--- src/verilog/ecc_pkg.sv ---
// Package: constants and carriers for the child-count increment leaf unit
package ecc_pkg;
  localparam int ADDR_W = 64;
  localparam logic [31:0] LEAF_CHILD_INC = 32'h0000_0001;
  localparam logic [31:0] LEAF_CTX_SET = 32'h0000_0002;
  localparam int FEATURE_BIT = 5;
  localparam logic [1:0] PRIV_LEVEL_REQ = 2'h0;
  localparam int PAGE_ALIGN_BITS = 12;
  localparam logic [7:0] PAGE_CONFLICT_CODE = 8'h09;
  localparam logic [63:0] RESULT_OK = 64'h0;
  localparam int CNT_W = 64;
  // Register map (byte offsets, compared directly against the Avalon address)
  localparam logic [7:0] OFS_CTRL = 8'h00;
  localparam logic [7:0] OFS_STATUS = 8'h04;
  localparam logic [7:0] OFS_RESULT = 8'h08;
  localparam logic [7:0] OFS_FLAGS = 8'h0c;
  localparam logic [7:0] OFS_FAULT = 8'h10;
  localparam logic [7:0] OFS_COUNT = 8'h14;
  localparam logic [7:0] OFS_CTX = 8'h18;
  localparam logic [31:0] CTRL_RESET = 32'h0;
  localparam int CTRL_START_BIT = 0;
  localparam int CTRL_CLR_BIT = 1;
  localparam int STATUS_BUSY_BIT = 0;
  localparam int STATUS_DONE_BIT = 1;
  localparam logic [31:0] UNMAPPED_READ = 32'h0;
  localparam logic [1:0] FAULT_NONE = 2'h0;
  localparam logic [1:0] FAULT_GEN_PROT = 2'h1;
  localparam logic [1:0] FAULT_PAGE = 2'h2;
  localparam logic [1:0] FAULT_UD = 2'h3;

  typedef enum logic [2:0] {
    PT_REGULAR, PT_THREAD_CTRL, PT_TRIMMED, PT_SHADOW_FIRST, PT_SHADOW_LATER, PT_CTRL_STRUCT,
    PT_OTHER
  } ecc_page_type_t;

  // Request issued by the core pipeline
  typedef struct packed {
    logic [31:0] leaf;
    logic [63:0] target_ea;
    logic [63:0] struct_ea;
    logic [63:0] ctx_ea;
    logic [1:0] priv;
    logic long_mode;
    logic seg_usable;
    logic [31:0] seg_limit;
    logic seg_override;
    logic [31:0] feature_eax;
  } ecc_req_t;

  // Page environment seen from the memory subsystem
  typedef struct packed {
    logic target_in_prot;
    logic struct_in_prot;
    logic target_busy;
    logic target_valid;
    ecc_page_type_t target_type;
    logic [63:0] target_pa;
    logic [63:0] target_owner_pa;
    logic [63:0] struct_pa;
    logic xlate_fault;
  } ecc_env_t;

  typedef struct packed {
    logic [1:0] fault;
    logic prot_fault_ind;
    logic fault_on_struct;
    logic zero_flag;
    logic carry_flag;
    logic parity_flag;
    logic auxiliary_carry_flag;
    logic overflow_flag;
    logic sign_flag;
    logic [63:0] result;
  } ecc_resp_t;
endpackage

--- src/verilog/ecc_check.sv ---
// Ordered legality checks for one leaf request
module ecc_check (
  input wire ecc_pkg::ecc_req_t req_i,
  input wire ecc_pkg::ecc_env_t env_i,
  output logic [1:0] fault_o,
  output logic prot_ind_o,
  output logic on_struct_o,
  output logic conflict_o,
  output logic pass_o
);
  import ecc_pkg::*;

  function automatic logic canon_ok(input logic [63:0] a);
    canon_ok = (a[63:47] == {17{1'b0}}) || (a[63:47] == {17{1'b1}});
  endfunction

  function automatic logic lim_ok(input logic [63:0] a, input logic [31:0] lim);
    lim_ok = (a[63:32] == 32'h0) && (a[31:0] <= lim);
  endfunction

  logic [63:0] derived_structure_address;
  logic type_ok;

  always_comb begin
    fault_o = FAULT_NONE;
    prot_ind_o = 1'b0;
    on_struct_o = 1'b0;
    conflict_o = 1'b0;
    pass_o = 1'b0;
    type_ok = 1'b1;
    derived_structure_address = env_i.target_pa;
    case (env_i.target_type)
      PT_REGULAR, PT_THREAD_CTRL, PT_TRIMMED, PT_SHADOW_FIRST, PT_SHADOW_LATER: begin
        derived_structure_address = env_i.target_owner_pa;
      end
      PT_CTRL_STRUCT: begin
        derived_structure_address = env_i.target_pa;
      end
      default: begin
        type_ok = 1'b0;
      end
    endcase
    // First failing check wins
    if (!req_i.feature_eax[FEATURE_BIT] || req_i.priv != PRIV_LEVEL_REQ
        || req_i.seg_override) begin
      fault_o = (req_i.priv != PRIV_LEVEL_REQ) ? FAULT_GEN_PROT : FAULT_UD;
    end else if (!req_i.long_mode && (!req_i.seg_usable
        || !lim_ok(req_i.target_ea, req_i.seg_limit)
        || !lim_ok(req_i.struct_ea, req_i.seg_limit))) begin
      fault_o = FAULT_GEN_PROT;
    end else if (req_i.long_mode && (!canon_ok(req_i.target_ea)
        || !canon_ok(req_i.struct_ea))) begin
      fault_o = FAULT_GEN_PROT;
    end else if (req_i.target_ea[PAGE_ALIGN_BITS-1:0] != '0) begin
      fault_o = FAULT_GEN_PROT;
    end else if (!env_i.target_in_prot) begin
      fault_o = FAULT_PAGE;
      prot_ind_o = 1'b1;
    end else if (!env_i.struct_in_prot) begin
      fault_o = FAULT_PAGE;
      prot_ind_o = 1'b1;
      on_struct_o = 1'b1;
    end else if (env_i.xlate_fault) begin
      fault_o = FAULT_PAGE;
    end else if (env_i.target_busy) begin
      conflict_o = 1'b1;
    end else if (!env_i.target_valid) begin
      fault_o = FAULT_PAGE;
      prot_ind_o = 1'b1;
    end else if (!type_ok) begin
      fault_o = FAULT_PAGE;
      prot_ind_o = 1'b1;
    end else if (derived_structure_address != env_i.struct_pa) begin
      fault_o = FAULT_GEN_PROT;
    end else begin
      pass_o = 1'b1;
    end
  end
endmodule

--- src/verilog/ecc_counter.sv ---
// Virtual-child counter storage with atomic increment and context field
module ecc_counter #(
  parameter int CNT_WIDTH = 64
) (
  input wire logic clk_i,
  input wire logic rst_n_i,
  input wire logic ce_i,
  input wire logic inc_i,
  input wire logic ctx_we_i,
  input wire logic [63:0] ctx_i,
  output logic [CNT_WIDTH-1:0] count_o,
  output logic [63:0] ctx_o
);
  import ecc_pkg::*;
  logic [CNT_WIDTH-1:0] cnt_reg, cnt_next;
  logic [63:0] ctx_reg, ctx_next;

  always_comb begin
    cnt_next = cnt_reg;
    ctx_next = ctx_reg;
    // Single-cycle update keeps the increment atomic
    if (inc_i) begin
      cnt_next = cnt_reg + CNT_WIDTH'(1);
    end
    if (ctx_we_i) begin
      ctx_next = ctx_i;
    end
  end

  always_ff @(posedge clk_i) begin
    if (!rst_n_i) begin
      cnt_reg <= '0;
      ctx_reg <= '0;
    end else if (ce_i) begin
      cnt_reg <= cnt_next;
      ctx_reg <= ctx_next;
    end
  end

  assign count_o = cnt_reg;
  assign ctx_o = ctx_reg;
endmodule

--- src/verilog/ecc_top.sv ---
// Execution unit for the virtualization leaf group: child-count increment
//////////////////////////////////////////////////////////////////////////////
//
// Design decisions made here: the Avalon-MM interface to the registers and the placing of the registers.
module ecc_top #(
  parameter int CNT_WIDTH = ecc_pkg::CNT_W
) (
  input wire logic clk_i,
  input wire logic rst_n_i,
  input wire logic ce_i,
  input wire ecc_pkg::ecc_req_t req_i,
  input wire ecc_pkg::ecc_env_t env_i,
  input wire logic [63:0] ctx_value_i,
  input wire logic [7:0] avs_address_i,
  input wire logic avs_read_i,
  input wire logic avs_write_i,
  input wire logic [31:0] avs_writedata_i,
  input wire logic [3:0] avs_byteenable_i,
  output logic [31:0] avs_readdata_o,
  output logic avs_waitrequest_o,
  output ecc_pkg::ecc_resp_t resp_o,
  output logic done_o,
  output logic target_wr_ok_o,
  output logic struct_wr_ok_o
);
  import ecc_pkg::*;

  //////////////////////////////////////////////////////////////////////////////
  typedef enum {ST_IDLE, ST_EXEC, ST_DONE} ecc_state_t;

  ecc_state_t state_reg, state_next;
  ecc_resp_t resp_reg, resp_next;
  logic done_reg, done_next;
  logic [31:0] ctrl_reg, ctrl_next;
  logic [31:0] rdata_reg, rdata_next;
  logic ack_reg, ack_next;
  logic start_pend_reg, start_pend_next;
  logic [1:0] fault_w;
  logic prot_ind_w, on_struct_w, conflict_w, pass_w;
  logic inc_w, ctx_we_w;
  logic [CNT_WIDTH-1:0] count_w;
  logic [63:0] ctx_w;
  logic is_inc, is_ctx;

  ecc_check u_check (
    .req_i(req_i),
    .env_i(env_i),
    .fault_o(fault_w),
    .prot_ind_o(prot_ind_w),
    .on_struct_o(on_struct_w),
    .conflict_o(conflict_w),
    .pass_o(pass_w)
  );

  ecc_counter #(.CNT_WIDTH(CNT_WIDTH)) u_counter (
    .clk_i(clk_i),
    .rst_n_i(rst_n_i),
    .ce_i(ce_i),
    .inc_i(inc_w),
    .ctx_we_i(ctx_we_w),
    .ctx_i(ctx_value_i),
    .count_o(count_w),
    .ctx_o(ctx_w)
  );

  //////////////////////////////////////////////////////////////////////////////
  // Leaf decode
  assign is_inc = (req_i.leaf == LEAF_CHILD_INC);
  assign is_ctx = (req_i.leaf == LEAF_CTX_SET);
  // Structure operand is only ever read; target may be written
  assign target_wr_ok_o = (state_reg == ST_EXEC) && is_inc;
  assign struct_wr_ok_o = 1'b0;
  // Concurrency only against the target page busy signal
  assign inc_w = (state_reg == ST_EXEC) && is_inc && pass_w && ce_i;
  // Context leaf reuses checks; its own detailed checks live elsewhere
  assign ctx_we_w = (state_reg == ST_EXEC) && is_ctx && (fault_w == FAULT_NONE)
                    && !conflict_w && ce_i;

  //////////////////////////////////////////////////////////////////////////////
  // Execution sequence
  always_comb begin
    state_next = state_reg;
    resp_next = resp_reg;
    done_next = 1'b0;
    case (state_reg)
      ST_IDLE: begin
        if (start_pend_reg) begin
          state_next = ST_EXEC;
        end
      end
      ST_EXEC: begin
        resp_next = '0;
        if (!(is_inc || is_ctx)) begin
          resp_next.fault = FAULT_UD;
        end else begin
          resp_next.fault = fault_w;
          resp_next.prot_fault_ind = prot_ind_w;
          resp_next.fault_on_struct = on_struct_w;
          if (conflict_w) begin
            resp_next.zero_flag = 1'b1;
            resp_next.result = {56'h0, PAGE_CONFLICT_CODE};
          end else if (fault_w == FAULT_NONE) begin
            resp_next.zero_flag = 1'b0;
            resp_next.result = RESULT_OK;
          end
        end
        // Arithmetic flags cleared on every path
        resp_next.carry_flag = 1'b0;
        resp_next.parity_flag = 1'b0;
        resp_next.auxiliary_carry_flag = 1'b0;
        resp_next.overflow_flag = 1'b0;
        resp_next.sign_flag = 1'b0;
        done_next = 1'b1;
        state_next = ST_DONE;
      end
      ST_DONE: begin
        state_next = ST_IDLE;
      end
      default: begin
        state_next = ST_IDLE;
      end
    endcase
  end

  always_ff @(posedge clk_i) begin
    if (!rst_n_i) begin
      state_reg <= ST_IDLE;
      resp_reg <= '0;
      done_reg <= 1'b0;
    end else if (ce_i) begin
      state_reg <= state_next;
      resp_reg <= resp_next;
      done_reg <= done_next;
    end
  end

  assign resp_o = resp_reg;
  assign done_o = done_reg;

  //////////////////////////////////////////////////////////////////////////////
  // Avalon slave: one wait state on every access while ce_i is high (waitrequest holds while ce_i is low), then answer
  function automatic logic [31:0] apply_be(input logic [31:0] old_v, input logic [31:0] new_v,
                                           input logic [3:0] be);
    logic [31:0] r;
    r = old_v;
    for (int i = 0; i < 4; i++) begin
      if (be[i]) begin
        r[i*8 +: 8] = new_v[i*8 +: 8];
      end
    end
    apply_be = r;
  endfunction

  always_comb begin
    ctrl_next = ctrl_reg;
    rdata_next = rdata_reg;
    ack_next = 1'b0;
    start_pend_next = start_pend_reg;
    // Start is a self-clearing command; the latch holds it until the FSM takes it
    if (state_reg == ST_IDLE && start_pend_reg) begin
      start_pend_next = 1'b0;
    end
    // Write lands only at the edge where the master sees waitrequest low
    if (avs_write_i && ack_reg && avs_address_i == OFS_CTRL) begin
      ctrl_next = apply_be(ctrl_reg, avs_writedata_i, avs_byteenable_i);
      if (avs_byteenable_i[0] && avs_writedata_i[CTRL_START_BIT]) begin
        start_pend_next = 1'b1;
      end
      ctrl_next[CTRL_START_BIT] = 1'b0;
    end
    if ((avs_read_i || avs_write_i) && !ack_reg) begin
      ack_next = 1'b1;
      if (avs_read_i) begin
        case (avs_address_i)
          OFS_CTRL: rdata_next = ctrl_reg;
          OFS_STATUS: rdata_next = {30'h0, state_reg == ST_DONE || done_reg,
                                    state_reg != ST_IDLE};
          OFS_RESULT: rdata_next = resp_reg.result[31:0];
          OFS_FLAGS: rdata_next = {26'h0, resp_reg.sign_flag, resp_reg.overflow_flag,
                                   resp_reg.auxiliary_carry_flag, resp_reg.parity_flag,
                                   resp_reg.carry_flag, resp_reg.zero_flag};
          OFS_FAULT: rdata_next = {28'h0, resp_reg.fault_on_struct, resp_reg.prot_fault_ind,
                                   resp_reg.fault};
          OFS_COUNT: rdata_next = count_w[31:0];
          OFS_CTX: rdata_next = ctx_w[31:0];
          default: rdata_next = UNMAPPED_READ;
        endcase
      end
    end
  end

  always_ff @(posedge clk_i) begin
    if (!rst_n_i) begin
      ctrl_reg <= CTRL_RESET;
      rdata_reg <= '0;
      ack_reg <= 1'b0;
      start_pend_reg <= 1'b0;
    end else if (ce_i) begin
      ctrl_reg <= ctrl_next;
      rdata_reg <= rdata_next;
      ack_reg <= ack_next;
      start_pend_reg <= start_pend_next;
    end
  end

  assign avs_waitrequest_o = (avs_read_i || avs_write_i) && !ack_reg;
  assign avs_readdata_o = rdata_reg;
endmodule

--- config.mk ---
export PLATFORM = sky130hd
export DESIGN_NAME = ecc_top
export DESIGN_NICKNAME = d
export VERILOG_FILES = /design/src/verilog/ecc_pkg.sv /design/src/verilog/ecc_check.sv /design/src/verilog/ecc_counter.sv /design/src/verilog/ecc_top.sv
export SDC_FILE = /design/constraint.sdc
export NUM_CORES = 1
export LEC_CHECK = 0
export ABC_AREA = 1
export BUFFER_PORTS_ARGS = -buffer_cell sky130_fd_sc_hd__buf_4
export CAP_MARGIN = 40
export CORE_AREA = 2 2 278 280
export CTS_CLUSTER_DIAMETER = 60
export DETAILED_ROUTE_END_ITERATION = 8
export DIE_AREA = 0 0 280 282
export PLACE_DENSITY = 0.46
export SYNTH_ARGS = -nofsm -noshare
export SYNTH_HDL_FRONTEND = slang
export SYNTH_SLANG_ARGS = --single-unit
--- constraint.sdc ---
create_clock -name clk_i -period 3.1 [get_ports clk_i]
set_clock_uncertainty 0.2 [all_clocks]
set_input_delay 0.31 -clock clk_i [delete_from_list [all_inputs] [get_ports clk_i]]
set_output_delay 0.31 -clock clk_i [all_outputs]
set_load 0.01 [all_outputs]
==> run metrics <==
Period Utilization, post-route=0.8941; Switch Pwr=0.001496 W; number of max-slew violations in the final report=0; area post-placement=16950 um^2; Non-Filler Instances=3531; Clock Tree Buf Depth=2; R2R setup slack=0.33 ns; Final Wtd Congestion=0.8723; DP Cell Count=3463; status=finished, final reports clean; MaxCap Viol Count=0; Min-Delay Path Class=input port to flop; Die ar.=78960 um^2; leak pwr=8.709 nW; nets=3205; power per cell area=296.1 nW/um^2; CP dominant cell by count=nor2_1; Worst Path Max Fanout=4; setup violators final=0; share of post-route cells with drive strength above 1=0.2501; Wirelength per Cell=15.87 um; Crit Reg-Reg Startpoint=u_counter.count_o[0]; Syn. warnings=0; CP endpoint kind=flop; largest net degree at the start of global routing=65; Pint=0.003804 W; Synth Area per Inst=5.953 um^2; drt via density=3.985; Setup Slack @ Placement=-0.1550 ns; total CTS buffers=17; fill count=8669; via count=14070; CTS tree=done; Highest Clock Rate=0.3608 GHz; Seq/Total Area, Yosys=0.2336; Slew headroom=0.5957; first-pass GRT wire length=82.08 mm; Yosys cell types=39; post-cts sizing count=0; DR pass1 iterations=7; Net Sw Frac=0.2823; Worst Max-Slew Pin Slew=0.6050 ns; worst setup margin=0.3282 ns; # Post-CTS Setup Buffers=0; final core occ=0.2365; reg2reg end=u_counter.count_o[31]; Cell Chain, Critical Path=inv_1, nor3_1, buf_4, inv_1, nor2_1, nand4_1, nor2_1, nand2_1, nor2_1, nand4_1, nor2_1, nand4_1, nand2_1, nand2_1, nor2_1; Crit path largest cell delay=0.38 ns; CP max stage cell=dfxtp_1; initial antenna violation count=9; Starting Density=0.1551; RSZ-0062 raised after global routing=false; H-Tree Depth=4; Clock Power Share=0.421; final instance area=17900 um^2; Die W=280 um; Startpoint Class=flop; number of synthesized register bits=137; post-route ant nets=0; worst r2r path cells=15; DP Wirelength=47.38 mm; CTS Sinks=137; Crit path max-delay family=simple AND/OR/NAND/NOR gates; Setup Crit Path Kind=flop to flop; TNS Setup=0 ns; hold worst-path end=ctrl_reg[13]; CP arrival=2.93 ns; Clock Latency Late Sink=0.43 ns; 1st-iter DRT viols=632; register share of total power=0.333; Core Area=75700 um^2; Root Driver=clkbuf_16; final wirelength=56.04 mm; register area=2743 um^2; worst min-delay path startpoint=avs_writedata_i[13]; P&R area growth vs syn=52.49%; Worst EP required=3.26 ns; Clk pin slew, worst setup/hold paths=0.06 ns; Overflow after GRT=0; area of the multi-input gates=7331 um^2; Comb power frac=0.247; Syn Inst Count=1972; hold depth=3; GRT Total Usage=0.1382; number of remaining DRC errors=0; Buf+Inv Stages, Crit Path=3; minimum clock period=2.772 ns; Netlist Area Pre-Place=11740 um^2; I/O Buffers=520; FP Rows=101; Final Hold Fails=0; number of global-route vias before repair=13560; VDD IR max=0.0002619 V; # IOs=716; Die Height=282 um
[Yosys cell counts]
cell / instances / area share
o21ai_1: 2 / 0.00085
a21oi_1: 121 / 0.052
nand2_1: 582 / 0.19
or3b_2: 1 / 0.00075
nor2_4: 1 / 0.00096
nand4_1: 30 / 0.016
a221oi_1: 2 / 0.0015
conb_1: 1 / 0.00032
nand2_2: 2 / 0.0011
a211oi_1: 32 / 0.020
ha_1: 65 / 0.069
o22ai_1: 2 / 0.0011
buf_6: 7 / 0.0067
or2_2: 2 / 0.0011
nor4_1: 13 / 0.0069
nand3_1: 135 / 0.058
o21ai_4: 1 / 0.0014
o221ai_1: 27 / 0.020
and3_1: 1 / 0.00053
dfxtp_1: 137 / 0.23
o32ai_1: 1 / 0.00075
nor3_2: 1 / 0.00085
o211ai_1: 2 / 0.0013
nor2_1: 239 / 0.076
buf_2: 16 / 0.0068
o21ai_0: 30 / 0.013
inv_2: 1 / 0.00032
buf_1: 9 / 0.0029
o21a_1: 4 / 0.0026
inv_1: 280 / 0.090
nor2_2: 5 / 0.0027
nor3_1: 20 / 0.0085
or2_0: 1 / 0.00053
buf_4: 74 / 0.047
o21bai_1: 1 / 0.00064
xnor2_1: 2 / 0.0015
clkbuf_1: 35 / 0.011
nand3b_1: 86 / 0.055
and2_1: 1 / 0.00053
[worst register-to-register path: stages, from the launching register on]
cell     delay (ns)
dfxtp_1        0.38
inv_1          0.07
nor3_1         0.23
buf_4          0.17
inv_1          0.06
nor2_1         0.15
nand4_1        0.14
nor2_1         0.20
nand2_1        0.13
nor2_1         0.23
nand4_1        0.12
nor2_1         0.32
nand4_1        0.14
nand2_1        0.07
nand2_1        0.05
nor2_1         0.07
[power groups by stage]
| stage | clock [W] | combinational [W] | sequential, W |
|---|---|---|---|
| after floorplan | 0 | 0.000625 | 0.00180 |
| after global placement | 0 | 0.00127 | 0.00180 |
| after detailed placement | 0 | 0.00128 | 0.00180 |
| after CTS | 0.00227 | 0.00132 | 0.00176 |
| after global routing | 0.00235 | 0.00147 | 0.00176 |
| final | 0.00223 | 0.00131 | 0.00176 |
[stage by stage]
| stage | hold slack (ns) | power, W |
|---|---|---|
| global placement | 0.2566 | 0.003075 |
| detailed placement | 0.2576 | 0.003085 |
| CTS | 0.001138 | 0.005353 |
| global route | 0.01368 | 0.005579 |
| floorplan | 0.2345 | 0.002427 |
| finish | 0.01028 | 0.005301 |
[logic make-up (layout without fill, tap and decap cells)]
group,after synthesis,after routing,synth area share
xor+xnor,2,2,0.001492
flops,137,137,0.2336
fa+ha+maj,65,65,0.06928
compound gates,225,225,0.1150
buf+inv,422,930,0.1648
other cells,1,74,0.0003195
simple gates,1120,1120,0.4155
[how the worst max path moves through the flow]
stage,from,to,slack [ns],cells past startpoint
2_1_floorplan,req_i[64],u_counter.ctx_o[24],0.41,18
3_3_place_gp,env_i[194],u_counter.ctx_o[19],-0.17,22
3_5_place_dp,env_i[194],u_counter.count_o[13],-0.16,21
4_1_cts,env_i[194],u_counter.count_o[13],0.26,21
5_1_grt,env_i[194],u_counter.ctx_o[22],0.008,20
6_report,u_counter.count_o[0],u_counter.count_o[31],0.33,15
[metal layers]
metal / wire length [um] / up-vias / track usage
li1: - / 7320 / -
met1: 25730 / 6228 / 0.1782
met2: 25650 / 455 / 0.2310
met3: 3454 / 61 / 0.03116
met4: 1175 / 6 / 0.03688
met5: 31 / - / 0
[cells in the final DEF (no fill, tap or decap), types with 65 or more instances in the layout]
cell      synthesis  final
nand3b_1         86     86
conb_1            1     68
dfxtp_1         137    137
ha_1             65     65
inv_1           280    279
nand3_1         135    135
a21oi_1         121    121
buf_4            74    572
nor2_1          239    236
nand2_1         582    582
[timing repair]
| item | in CTS | in global routing |
|---|---|---|
| hold buffers | 30 | 0 |
| endpoints found under the setup margin | 0 | 0 |
| endpoints found under the hold margin | 30 | 0 |
[layout make-up]
cell class	instances	area share
tap	978	0.06836
inverter	281	0.05892
clock inverter	15	0.01195
timing repair buffer	617	0.2734
sequential	137	0.1532
multi-input combinational	1480	0.4095
antenna	6	0.0008388
clock buffer	17	0.02376
(Power assumes the default switching activity.)
